===== src/shared/druc_defines.vh =====
// Register map, field layout and command codes of the descriptor ring UART
//
// Overview of operation
// - An idle limit of zero never closes a receive buffer on idles.
// - An idle character lasts start, data, optional parity and stop bits.
// - The running idle count lives in an internal down-counter.
// - After a break, its length in bit times is stored, within one character.
// - The break event counter steps once per break, however long it lasts.
// - Stop-transmit sends break repeat count all-zero characters, possibly none.
// - An enabled transmitter sends idles, polls at once, then every character.
// - A finished transmit buffer clears ready and requests an event if asked.
// - A ready next buffer follows without gap, otherwise idles are sent.
// - Continuous transmit descriptors keep ready set and are sent again.
// - An enabled receiver hunts, then checks the descriptor is empty, then stores.
// - Full buffer or idle timeout clears empty and requests an event if asked.
// - Overflowing data moves on to the next empty descriptor.
// - Continuous receive descriptors keep empty set and are overwritten.
// - Stop-transmit aborts the message, ends the character, keeps the pointer.
// - Restart-transmit resumes at the current transmit descriptor pointer.
// - Transmit initialise returns transmit parameters to reset state.
// - Receive initialise returns receive parameters to reset state.
// - Close-receive closes the open buffer; without reception it does nothing.
// - A break character is all zeros over the full character length.
// - After breaks, at least one idle character precedes any data.
// - A preamble flag sends one character of ones before the buffer.
// - Character length field holds total bits per character minus one.
// - All-ones characters count as idles; a data character resets the count.
// - An all-zero character with framing error is a break.
`ifndef DRUC_DEFINES_VH
`define DRUC_DEFINES_VH
// Address regions, selected by paddr[11:8]
`define RGN_REGS 4'h0
`define RGN_TXBD 4'h1
`define RGN_RXBD 4'h2
`define RGN_TXMEM 4'h3
`define RGN_RXMEM 4'h4
// Register offsets inside the register region
`define REG_MODE 8'h00
`define REG_CMD 8'h04
`define REG_IDLE_LIMIT 8'h08
`define REG_IDLE_COUNT 8'h0C
`define REG_BRK_LEN 8'h10
`define REG_BRK_EVT 8'h14
`define REG_BRK_REP 8'h18
`define REG_BAUD 8'h1C
`define REG_STATUS 8'h20
// Mode register fields
`define MODE_REN 0
`define MODE_TEN 1
`define MODE_PEN 2
`define MODE_PM 3
`define MODE_SL 4
`define MODE_CHAR_LENGTH_FIELD_LSB 8
`define MODE_CHAR_LENGTH_FIELD_MSB 11
`define MODE_RST 16'h0000
`define BAUD_RST 16'h0015
// Command codes
`define CMD_STOP_TX 4'h1
`define CMD_RESTART_TX 4'h2
`define CMD_INIT_TX 4'h3
`define CMD_INIT_RX 4'h4
`define CMD_INIT_BOTH 4'h5
`define CMD_CLOSE_RX 4'h6
// Descriptor word fields
`define BD_RDY 15
`define BD_WRAP 13
`define BD_INT 12
`define BD_CM 9
`define BD_PRE 8
`define BD_ID 8
`define BD_BR 5
`define BD_FR 4
`define BD_LEN_LSB 16
`define BD_LEN_MSB 19
`endif


===== src/hw/druc_uart.v =====
// Descriptor ring UART channel with APB registers and internal buffers
//
// Decided for this implementation: the APB interface to the registers and the register addresses.
`timescale 1ns/1ps
`include "druc_defines.vh"
module druc_uart #(
  parameter NBD = 4,
  parameter BUFW = 4
) (
  // APB slave
  input wire pclk,
  input wire presetn,
  input wire psel,
  input wire penable,
  input wire pwrite,
  input wire [11:0] paddr,
  input wire [31:0] pwdata,
  output reg [31:0] prdata,
  output reg pready,
  output reg pslverr,
  // Serial line
  input wire rxd,
  output reg txd,
  // Buffer completion requests
  output reg tx_event,
  output reg rx_event
);
  localparam RX_HUNT = 3'b001;
  localparam RX_BITS = 3'b010;
  localparam RX_BRK = 3'b100;

  // Data bits in a character from the length field
  function [3:0] dlen_f;
    input [3:0] cl;
    input pe;
    input s;
    begin
      dlen_f = cl - {3'h0, pe} - {3'h0, s} - 4'h1;
    end
  endfunction

  // Line frame, bit 0 first: start, data, parity, stops
  function [15:0] tx_frame;
    input [15:0] d;
    input [3:0] cl;
    input pe;
    input pmode;
    input s;
    reg [3:0] dl;
    reg [15:0] m;
    reg [15:0] f;
    reg par;
    begin
      dl = dlen_f(cl, pe, s);
      m = ~(16'hFFFF << dl);
      par = (^(d & m)) ^ ~pmode;
      f = (16'hFFFF << (dl + 4'h1)) | ((d & m) << 1);
      if (pe)
        f[dl + 4'h1] = par;
      tx_frame = f;
    end
  endfunction

  // Right-align a frame shifted in from the top
  function [15:0] rx_align;
    input [15:0] sh;
    input [3:0] cl;
    reg [31:0] t;
    begin
      t = {16'h0000, sh} >> (4'hF - cl);
      rx_align = t[15:0];
    end
  endfunction

  // Buffer word index of character k of descriptor b
  function [3:0] idx_f;
    input [1:0] b;
    input [1:0] k;
    integer n;
    begin
      n = b * BUFW + k;
      idx_f = n[3:0];
    end
  endfunction

  // Ring successor of a descriptor pointer
  function [1:0] next_ptr;
    input [1:0] p;
    input wrap;
    integer n;
    begin
      n = p + 1;
      if (wrap || n >= NBD)
        next_ptr = 2'h0;
      else
        next_ptr = n[1:0];
    end
  endfunction

  integer i;
  integer j;
  reg [15:0] mode;
  reg [15:0] idle_limit;
  reg [15:0] break_repeat_count;
  reg [15:0] baud_div;
  reg [15:0] div_cnt;
  reg bit_tick;
  reg [31:0] tx_bd [0:NBD-1];
  reg [31:0] rx_bd [0:NBD-1];
  reg [15:0] tx_mem [0:NBD*BUFW-1];
  reg [15:0] rx_mem [0:NBD*BUFW-1];
  reg [1:0] tx_descriptor_pointer;
  reg [1:0] tx_idx;
  reg [3:0] tx_bit;
  reg [15:0] tx_shift;
  reg tx_run;
  reg [15:0] brk_left;
  reg need_idle;
  reg pre_done;
  reg [2:0] rx_state;
  reg [15:0] rx_cnt;
  reg [3:0] rx_bit;
  reg [15:0] rx_shift;
  reg [3:0] idle_bits;
  reg [15:0] brk_len;
  reg [1:0] rx_ptr;
  reg [1:0] rx_k;
  reg rx_open;
  reg [15:0] idle_countdown;
  reg [15:0] last_break_length;
  reg [15:0] break_event_count;
  reg [31:0] rd_val;
  reg addr_ok;

  // Mode fields
  wire ren = mode[`MODE_REN];
  wire tx_enable_bit = mode[`MODE_TEN];
  wire pen = mode[`MODE_PEN];
  wire pm = mode[`MODE_PM];
  wire sl = mode[`MODE_SL];
  wire [3:0] char_length_field = mode[`MODE_CHAR_LENGTH_FIELD_MSB:`MODE_CHAR_LENGTH_FIELD_LSB];
  wire [3:0] dlen = dlen_f(char_length_field, pen, sl);

  // APB decode
  wire [3:0] region = paddr[11:8];
  wire [7:0] roff = paddr[7:0];
  wire [3:0] widx = paddr[5:2];
  wire apb_wr = psel & penable & pready & pwrite & ~pslverr;
  wire reg_wr = apb_wr & (region == `RGN_REGS);
  wire cmd_wr = reg_wr & (roff == `REG_CMD);
  wire [3:0] cmd_code = pwdata[3:0];
  wire init_tx = cmd_wr & ((cmd_code == `CMD_INIT_TX) |
                 (cmd_code == `CMD_INIT_BOTH));
  wire init_rx = cmd_wr & ((cmd_code == `CMD_INIT_RX) |
                 (cmd_code == `CMD_INIT_BOTH));
  wire stop_cmd = cmd_wr & (cmd_code == `CMD_STOP_TX);
  wire restart_cmd = cmd_wr & (cmd_code == `CMD_RESTART_TX);
  wire close_cmd = cmd_wr & (cmd_code == `CMD_CLOSE_RX);

  // Current transmit descriptor and character
  wire [31:0] cur_tbd = tx_bd[tx_descriptor_pointer];
  wire [3:0] cur_tlen = cur_tbd[`BD_LEN_MSB:`BD_LEN_LSB];
  wire [15:0] cur_tchar = tx_mem[idx_f(tx_descriptor_pointer, tx_idx)];
  wire tx_last = ({2'h0, tx_idx} + 4'h1) >= cur_tlen;
  wire tx_have = tx_run & cur_tbd[`BD_RDY] & (cur_tlen != 4'h0);

  // Receive character evaluation at the last sample
  wire rx_samp = (rx_state == RX_BITS) & (rx_cnt == 16'h0);
  wire rx_done = rx_samp & (rx_bit == char_length_field) & ren;
  wire [15:0] rx_frame = rx_align({rxd, rx_shift[15:1]}, char_length_field);
  wire [15:0] rx_data = (rx_frame >> 1) & ~(16'hFFFF << dlen);
  wire stop_ok = rx_frame[dlen + {3'h0, pen} + 4'h1];
  wire is_break = rx_done & (rx_frame == 16'h0000);
  wire [31:0] cur_rbd = rx_bd[rx_ptr];
  wire rx_store = rx_done & ~is_break &
                  (rx_open | cur_rbd[`BD_RDY]);
  wire [1:0] rx_kb = rx_open ? rx_k : 2'h0;
  wire [3:0] k_after = {2'h0, rx_kb} + 4'h1;
  wire idle_char = (rx_state == RX_HUNT) & ren & rxd &
                   (rx_cnt == 16'h0) & (idle_bits == char_length_field);
  wire close_full = rx_store & (k_after >= BUFW);
  wire close_frm = rx_store & ~stop_ok;
  wire close_brk = is_break & rx_open;
  wire close_idle = idle_char & rx_open & (idle_limit != 16'h0) &
                    (idle_countdown == 16'h0001);
  wire close_now = close_full | close_frm | close_brk | close_idle |
                   (close_cmd & rx_open);
  wire [3:0] close_len = rx_store ? k_after : {2'h0, rx_k};

  // Bit-rate divider: one-cycle tick every baud_div + 1 cycles
  always @(posedge pclk or negedge presetn) begin
    if (!presetn) begin
      div_cnt <= 16'h0000;
      bit_tick <= 1'b0;
    end else if (div_cnt == 16'h0000) begin
      div_cnt <= baud_div;
      bit_tick <= 1'b1;
    end else begin
      div_cnt <= div_cnt - 16'h0001;
      bit_tick <= 1'b0;
    end
  end

  // Read mux and address check
  always @* begin
    rd_val = 32'h0000_0000;
    addr_ok = 1'b0;
    case (region)
      `RGN_REGS: begin
        addr_ok = 1'b1;
        case (roff)
          `REG_MODE: rd_val = {16'h0000, mode};
          `REG_CMD: rd_val = 32'h0000_0000;
          `REG_IDLE_LIMIT: rd_val = {16'h0000, idle_limit};
          `REG_IDLE_COUNT: rd_val = {16'h0000, idle_countdown};
          `REG_BRK_LEN: rd_val = {16'h0000, last_break_length};
          `REG_BRK_EVT: rd_val = {16'h0000, break_event_count};
          `REG_BRK_REP: rd_val = {16'h0000, break_repeat_count};
          `REG_BAUD: rd_val = {16'h0000, baud_div};
          `REG_STATUS: rd_val = {24'h000000, tx_run, rx_open, rx_ptr,
                                 2'h0, tx_descriptor_pointer};
          default: addr_ok = 1'b0;
        endcase
      end
      `RGN_TXBD: begin
        addr_ok = (roff[7:6] == 2'h0) && (widx < NBD);
        rd_val = tx_bd[widx[1:0]];
      end
      `RGN_RXBD: begin
        addr_ok = (roff[7:6] == 2'h0) && (widx < NBD);
        rd_val = rx_bd[widx[1:0]];
      end
      `RGN_TXMEM: begin
        addr_ok = (roff[7:6] == 2'h0) && (widx < NBD * BUFW);
        rd_val = {16'h0000, tx_mem[widx]};
      end
      `RGN_RXMEM: begin
        addr_ok = (roff[7:6] == 2'h0) && (widx < NBD * BUFW);
        rd_val = {16'h0000, rx_mem[widx]};
      end
      default: addr_ok = 1'b0;
    endcase
  end

  // APB answer: data and ready are registered in the setup cycle
  always @(posedge pclk or negedge presetn) begin
    if (!presetn) begin
      prdata <= 32'h0000_0000;
      pready <= 1'b0;
      pslverr <= 1'b0;
    end else if (psel & ~penable) begin
      prdata <= addr_ok ? rd_val : 32'h0000_0000;
      pready <= 1'b1;
      pslverr <= ~addr_ok;
    end else begin
      pready <= 1'b0;
      pslverr <= 1'b0;
    end
  end

  // Software control registers
  always @(posedge pclk or negedge presetn) begin
    if (!presetn) begin
      mode <= `MODE_RST;
      idle_limit <= 16'h0000;
      break_repeat_count <= 16'h0000;
      baud_div <= `BAUD_RST;
    end else begin
      if (reg_wr && roff == `REG_MODE)
        mode <= pwdata[15:0];
      if (reg_wr && roff == `REG_IDLE_LIMIT)
        idle_limit <= pwdata[15:0];
      if (reg_wr && roff == `REG_BRK_REP)
        break_repeat_count <= pwdata[15:0];
      if (reg_wr && roff == `REG_BAUD)
        baud_div <= pwdata[15:0];
      if (init_tx)
        break_repeat_count <= 16'h0000;
      if (init_rx)
        idle_limit <= 16'h0000;
    end
  end

  // Buffer memories: software fills transmit data, receiver stores chars
  always @(posedge pclk) begin
    if (apb_wr && region == `RGN_TXMEM)
      tx_mem[widx] <= pwdata[15:0];
    if (rx_store)
      rx_mem[idx_f(rx_ptr, rx_kb)] <= rx_data;
    else if (apb_wr && region == `RGN_RXMEM)
      rx_mem[widx] <= pwdata[15:0];
  end

  // Transmitter: character slots on the line, chosen at each boundary
  always @(posedge pclk or negedge presetn) begin
    if (!presetn) begin
      for (i = 0; i < NBD; i = i + 1)
        tx_bd[i] <= 32'h0000_0000;
      tx_descriptor_pointer <= 2'h0;
      tx_idx <= 2'h0;
      tx_bit <= 4'h0;
      tx_shift <= 16'hFFFF;
      tx_run <= 1'b1;
      brk_left <= 16'h0000;
      need_idle <= 1'b0;
      pre_done <= 1'b0;
      txd <= 1'b1;
      tx_event <= 1'b0;
    end else begin
      tx_event <= 1'b0;
      if (!tx_enable_bit) begin
        // Disabled: line high, next tick opens a new slot at once
        txd <= 1'b1;
        tx_bit <= 4'hF;
        tx_shift <= 16'hFFFF;
      end else if (bit_tick && tx_bit < char_length_field) begin
        tx_bit <= tx_bit + 4'h1;
        txd <= tx_shift[1];
        tx_shift <= {1'b1, tx_shift[15:1]};
      end else if (bit_tick) begin
        // Character boundary: the descriptor is polled here
        tx_bit <= 4'h0;
        if (brk_left != 16'h0000) begin
          txd <= 1'b0;
          tx_shift <= 16'h0000;
          brk_left <= brk_left - 16'h0001;
        end else if (need_idle) begin
          txd <= 1'b1;
          tx_shift <= 16'hFFFF;
          need_idle <= 1'b0;
        end else if (tx_have && cur_tbd[`BD_PRE] && !pre_done) begin
          txd <= 1'b1;
          tx_shift <= 16'hFFFF;
          pre_done <= 1'b1;
        end else if (tx_have) begin
          txd <= 1'b0;
          tx_shift <= tx_frame(cur_tchar, char_length_field, pen, pm, sl);
          pre_done <= 1'b1;
          if (tx_last) begin
            // Buffer done; the next one is polled at the next boundary
            if (!cur_tbd[`BD_CM])
              tx_bd[tx_descriptor_pointer][`BD_RDY] <= 1'b0;
            tx_event <= cur_tbd[`BD_INT];
            tx_descriptor_pointer <= next_ptr(tx_descriptor_pointer,
                                              cur_tbd[`BD_WRAP]);
            tx_idx <= 2'h0;
            pre_done <= 1'b0;
          end else begin
            tx_idx <= tx_idx + 2'h1;
          end
        end else begin
          txd <= 1'b1;
          tx_shift <= 16'hFFFF;
        end
      end
      if (apb_wr && region == `RGN_TXBD)
        tx_bd[widx[1:0]] <= pwdata;
      // Commands override pointer and state updates of the same cycle; the slot already chosen still goes out
      if (init_tx) begin
        tx_descriptor_pointer <= 2'h0;
        tx_idx <= 2'h0;
        tx_run <= 1'b1;
        brk_left <= 16'h0000;
        need_idle <= 1'b0;
        pre_done <= 1'b0;
      end else if (stop_cmd) begin
        tx_run <= 1'b0;
        tx_idx <= 2'h0;
        pre_done <= 1'b0;
        brk_left <= break_repeat_count;
        need_idle <= 1'b1;
      end else if (restart_cmd) begin
        tx_run <= 1'b1;
      end
    end
  end

  // Receiver: hunt, sample mid-bit, break length and idle counting
  always @(posedge pclk or negedge presetn) begin
    if (!presetn) begin
      for (j = 0; j < NBD; j = j + 1)
        rx_bd[j] <= 32'h0000_0000;
      rx_state <= RX_HUNT;
      rx_cnt <= 16'h0000;
      rx_bit <= 4'h0;
      rx_shift <= 16'h0000;
      idle_bits <= 4'h0;
      brk_len <= 16'h0000;
      rx_ptr <= 2'h0;
      rx_k <= 2'h0;
      rx_open <= 1'b0;
      idle_countdown <= 16'h0000;
      last_break_length <= 16'h0000;
      break_event_count <= 16'h0000;
      rx_event <= 1'b0;
    end else begin
      rx_event <= 1'b0;
      if (!ren) begin
        rx_state <= RX_HUNT;
        rx_cnt <= baud_div;
        idle_bits <= 4'h0;
      end else begin
        case (rx_state)
          RX_HUNT: begin
            if (!rxd) begin
              rx_state <= RX_BITS;
              rx_cnt <= {1'b0, baud_div[15:1]};
              rx_bit <= 4'h0;
              idle_bits <= 4'h0;
            end else if (rx_cnt == 16'h0000) begin
              rx_cnt <= baud_div;
              idle_bits <= idle_char ? 4'h0 : idle_bits + 4'h1;
            end else begin
              rx_cnt <= rx_cnt - 16'h0001;
            end
          end
          RX_BITS: begin
            if (rx_cnt != 16'h0000) begin
              rx_cnt <= rx_cnt - 16'h0001;
            end else begin
              rx_cnt <= baud_div;
              rx_shift <= {rxd, rx_shift[15:1]};
              rx_bit <= rx_bit + 4'h1;
              if (rx_bit == 4'h0 && rxd) begin
                rx_state <= RX_HUNT;
              end else if (rx_done) begin
                rx_state <= is_break ? RX_BRK : RX_HUNT;
                brk_len <= {12'h000, char_length_field} + 16'h0001;
              end
            end
          end
          RX_BRK: begin
            if (rx_cnt != 16'h0000) begin
              rx_cnt <= rx_cnt - 16'h0001;
            end else if (rxd) begin
              rx_cnt <= baud_div;
              last_break_length <= brk_len;
              rx_state <= RX_HUNT;
            end else begin
              rx_cnt <= baud_div;
              brk_len <= brk_len + 16'h0001;
            end
          end
          default: rx_state <= RX_HUNT;
        endcase
      end
      if (is_break)
        break_event_count <= break_event_count + 16'h0001;
      // Idle down-counter reloads on data and steps on idle characters
      if (rx_store)
        idle_countdown <= idle_limit;
      else if (idle_char && rx_open && idle_countdown != 16'h0000)
        idle_countdown <= idle_countdown - 16'h0001;
      if (apb_wr && region == `RGN_RXBD)
        rx_bd[widx[1:0]] <= pwdata;
      // Buffer open, fill and close
      if (close_now) begin
        rx_bd[rx_ptr][`BD_RDY] <= cur_rbd[`BD_CM];
        rx_bd[rx_ptr][`BD_LEN_MSB:`BD_LEN_LSB] <= close_len;
        rx_bd[rx_ptr][`BD_BR] <= close_brk;
        rx_bd[rx_ptr][`BD_FR] <= close_frm;
        rx_bd[rx_ptr][`BD_ID] <= close_idle;
        rx_event <= cur_rbd[`BD_INT];
        rx_ptr <= next_ptr(rx_ptr, cur_rbd[`BD_WRAP]);
        rx_open <= 1'b0;
        rx_k <= 2'h0;
      end else if (rx_store) begin
        rx_open <= 1'b1;
        rx_k <= k_after[1:0];
      end
      if (init_rx) begin
        rx_ptr <= 2'h0;
        rx_open <= 1'b0;
        rx_k <= 2'h0;
        rx_state <= RX_HUNT;
        idle_countdown <= 16'h0000;
        last_break_length <= 16'h0000;
        break_event_count <= 16'h0000;
      end
    end
  end
endmodule


===== config.mk =====
export PLATFORM = sky130hd
export DESIGN_NAME = druc_uart
export DESIGN_NICKNAME = d
export VERILOG_FILES = /design/src/hw/druc_uart.v
export VERILOG_INCLUDE_DIRS = /design/src /design/src/shared
export SDC_FILE = /design/constraint.sdc
export NUM_CORES = 2
export LEC_CHECK = 0
export CORE_MARGIN = 4
export CORE_UTILIZATION = 25
export CTS_CLUSTER_DIAMETER = 200
export CTS_CLUSTER_SIZE = 24
export DETAILED_ROUTE_END_ITERATION = 12
export DONT_BUFFER_PORTS = 1
export RECOVER_POWER = 25
export SYNTH_ARGS = -nofsm -noshare
export SYNTH_HDL_FRONTEND = slang
export SYNTH_SLANG_ARGS = --single-unit

===== constraint.sdc =====
create_clock -name pclk -period 5 [get_ports pclk]
set_clock_uncertainty 0.05 [all_clocks]
set_input_delay 0 -clock pclk [delete_from_list [all_inputs] [get_ports pclk]]
set_output_delay 0 -clock pclk [all_outputs]
set_load 0.02 [all_outputs]

==> metrics <==
residual antenna-violating net count after detailed routing 0; Die Y roughly 450 um; VDD IR-drop max ~260 uV; share of cells above drive strength 1 about a quarter; cell class contributing the biggest share of worst-path delay compound AO/OA/AOI/OAI gates; global router's overall resource usage 14.5%; fraction of synthesized cell area in xor and xnor cells under 10%; sinks on the clock net 1039; transition time at the pin with the least slew margin between 2 and 3 ns; main combinational cell family by area after synthesis multiplexers; Endpoint, Worst Hold prdata[3]$_DFFE_PN0P_; routed vias/inst slightly above 5; Worst R2R Setup Slack just under 0.3 ns; post-route total power 14.5 mW; total nets after synthesis between 3000 and 4000; fillcell total 19815; number of buffers created by CTS between 40 and 50; Synth Flop Type sky130_fd_sc_hd__edfxtp_1; status finished with violations; time the final worst path needs with I/O delays and setup 4.70 ns; final WL about 150000 um; area of the placeable core 198000 um^2; mapped cell area between 40000 and 50000 um^2; critical path buffer and inverter count 2; maximum fanout count along the critical path 31; leftover overflow at the end of global routing 0; share of flip-flops with an asynchronous set or reset after synthesis between 50% and 60%; Synth Register Bits between 1000 and 1500; RSZ-0062 raised after global routing false; Core Rows approximately 160; start point of the worst hold path paddr[5]; number of endpoints failing setup at the final stage 0; cells traversed along the worst timing path buf_6 > mux4_2 > a2111oi_0 > a2bb2oi_1 > o21ai_0 > nand4_2 > and3_1 > nor3_4 > buf_4 > nand2_1 > o21ai_1; compound-cell area share of the yosys netlist 7.39%; Worst-path clk slew between 0.1 and 0.15 ns; gp weighted congestion about 0.88; critical path's largest stage delay 0.61 ns; Highest Clock Rate roughly 210 MHz; chip width between 400 and 500 um; Post-Synth Adder-Cell Area under 10%; post-route insts no fill approximately 6200; Post-Place Worst Slack around 0.19 ns; final design area excluding fillers 55400 um^2; clock tree root buffer cell sky130_fd_sc_hd__clkbuf_16; number of buffers inserted by port buffering 0; clock tree from TritonCTS done; endpoint kind of the worst setup timing path register; fraction of the cycle the final worst path needs roughly 94%; Worst setup SP type register; average cell area after synthesis 14.1 um^2; DRT iter0 DRCs roughly 3400; total via count after detailed routing about 32000; Worst Slack Setup Final about 0.3 ns; post-synthesis sequential area ratio between 50% and 60%; violations in the final reports max-capacitance violations, max-slew violations; R2R depth 11; path type of the worst setup path register to register; path class of the lowest-slack min-delay path primary input to register; total number of yosys warnings 0; WP data arrival 4.99 ns; initial antenna violation count 10; number of cells on the worst hold path 4; clock latency on the worst-skew pair about 0.7 ns; slowest stage cell, crit path sky130_fd_sc_hd__o21ai_1; leakage roughly 21 nW; # Post-CTS Setup Buffers 0; number of detailed-route iterations in the first pass 6; FF-to-FF End rx_mem[9][0]$_DFFE_PP_; number of top-level pins 87; routed length per placed instance about 25 um; half-perimeter wire length of the detailed placement result roughly 96000 um; number of maximum-capacitance violations 19; critical path required time about 5.3 ns; placed cell area between 50000 and 60000 um^2; Critical R2R Launch mode[8]$_DFFE_PN0P_; max-slew violation total from the final report roughly 680; number of endpoints with negative hold slack in the final report 0; total power density per cell area 262 nW/um^2; global-route wire length before repair about 220000 um; Sum Neg Setup Slack 0 ns; vias in the first global route ~32000; Yosys cell types 86; Initial Util 25.2%; Total Die Area roughly 210000 um^2; Area Growth Syn to Fin 11.2%; multiplexer share of the synthesized area 22.2%; number of H-tree levels 2; relative max-transition margin -73.9%; final worst hold slack approximately 0.031 ns; maximum number of pins on one net before global-route repair roughly 530; net total in the final layout ~3600; number of cells produced by synthesis approximately 3500; number of placed instances, taps included between 6000 and 7000; number of enable flip-flop cells after synthesis roughly 500; Final Util ~28%; area fraction in and, or, nand and nor cells after synthesis under 10%; worst-case clock buffer depth 3; detailed-route DRC error count 0
[worst max-delay path by stage]
stage                         from                endpoint  cells past startpoint
5_1_grt        mode[8]$_DFFE_PN0P_  rx_mem[2][1]$_DFFE_PP_                     11
4_1_cts        mode[8]$_DFFE_PN0P_     rx_open$_DFFE_PN0P_                     16
2_1_floorplan  mode[8]$_DFFE_PN0P_     rx_bd[18]$_DFF_PN0_                     19
3_5_place_dp   mode[8]$_DFFE_PN0P_     rx_open$_DFFE_PN0P_                     16
3_3_place_gp   mode[8]$_DFFE_PN0P_     rx_open$_DFFE_PN0P_                     16
6_report       mode[8]$_DFFE_PN0P_  rx_mem[9][0]$_DFFE_PP_                     11
[layout make-up]
type	count	area [um^2]	area share [%]
flip-flops and latches	1039	28600	51.7
multi-input cells	2193	20100	36.4
well taps	2640	3300	5.97
repair buffers	187	1660	3.00
clock buffers	82	1390	2.52
inverters	55	206	0.373
clock inverters	3	55.1	0.0995
diodes	3	7.51	0.0136
[tightest hold or removal path, delay by kind of cell]
family	cells	cell delay, ns
compound gates	2	0.27
mux	1	0.25
simple gates	1	0.14
[logic make-up (layout without fill, tap and decap cells)]
family                   Yosys count  in the layout
AO/OA/AOI/OAI                    568            568
XOR/XNOR                         103            103
adder cells (fa/ha/maj)           43             43
buffers and inverters            296            327
flip-flops                      1039           1039
multiplexers                     669            669
other                              0              3
AND/OR/NAND/NOR                  810            810
[metal layers]
metal / vias to the layer above / track usage [%] / share of wire, %
li1: 13496 / - / -
met1: 16900 / 19.3 / 41
met2: 1285 / 23.6 / 47
met3: 282 / 2.13 / 7.0
met4: 4 / 6.00 / 5.0
met5: - / 0 / 0.018
[cell usage after synthesis, drive strengths merged, types with 17 or more instances]
cell type,n,area share (%)
edfxtp,512,31
dfrtp,506,25
nand2,341,2.6
mux4,319,14
mux2,278,6.3
nor2,187,1.4
clkbuf,154,1.2
o21ai,145,1.5
a21oi,134,1.4
buf,87,0.87
mux2i,72,1.4
a22oi,67,1.0
xnor2,66,1.2
inv,53,0.40
nor3,53,0.59
nand3,51,0.52
ha,42,1.1
a22o,40,0.70
xor2,35,0.62
nor4,30,0.40
nand2b,27,0.34
o31ai,27,0.41
a221oi,21,0.37
a31oi,21,0.26
dfstp,21,1.1
or3,21,0.26
nand4,20,0.26
and3,17,0.21
o22ai,17,0.21
[report_power, final]
group / switching (mW) / leakage (nW) / total (mW) / internal [mW]
registers: 0.0724 / 11.9 / 9.09 / 9.02
logic: 0.399 / 8.42 / 0.660 / 0.261
clock network: 2.79 / 0.691 / 4.77 / 1.98
[flip-flops by register name, summed over array words and instances (netlist names), 16 cells and up]
| name | cells |
|---|---|
| brk_left | 16 |
| rx_bd | 128 |
| break_repeat_count | 16 |
| tx_bd | 128 |
| idle_countdown | 16 |
| break_event_count | 16 |
| baud_div | 16 |
| tx_mem | 256 |
| last_break_length | 16 |
| prdata | 32 |
| rx_mem | 256 |
| rx_cnt | 16 |
| div_cnt | 16 |
| brk_len | 16 |
| idle_limit | 16 |
| mode | 16 |
[cells in the final DEF (no fill, tap or decap), drive strengths merged, types with 42 or more instances in the layout]
cell type,count
nor2,187
nand3,51
xnor2,66
buf,109
mux2i,72
a21oi,134
nor3,53
mux4,319
ha,42
edfxtp,512
inv,54
o21ai,145
mux2,278
dlygate4sd3,57
clkbuf,103
dfrtp,506
nand2,341
a22oi,67
[repair_timing]
action / CTS / global route
setup endpoints to repair: 0 / 30
gates resized for setup: 0 / 3
endpoints found under the hold margin: 1555 / 166
hold buffers: 75 / 2
Note: power is estimated with default switching activity, not from simulation.
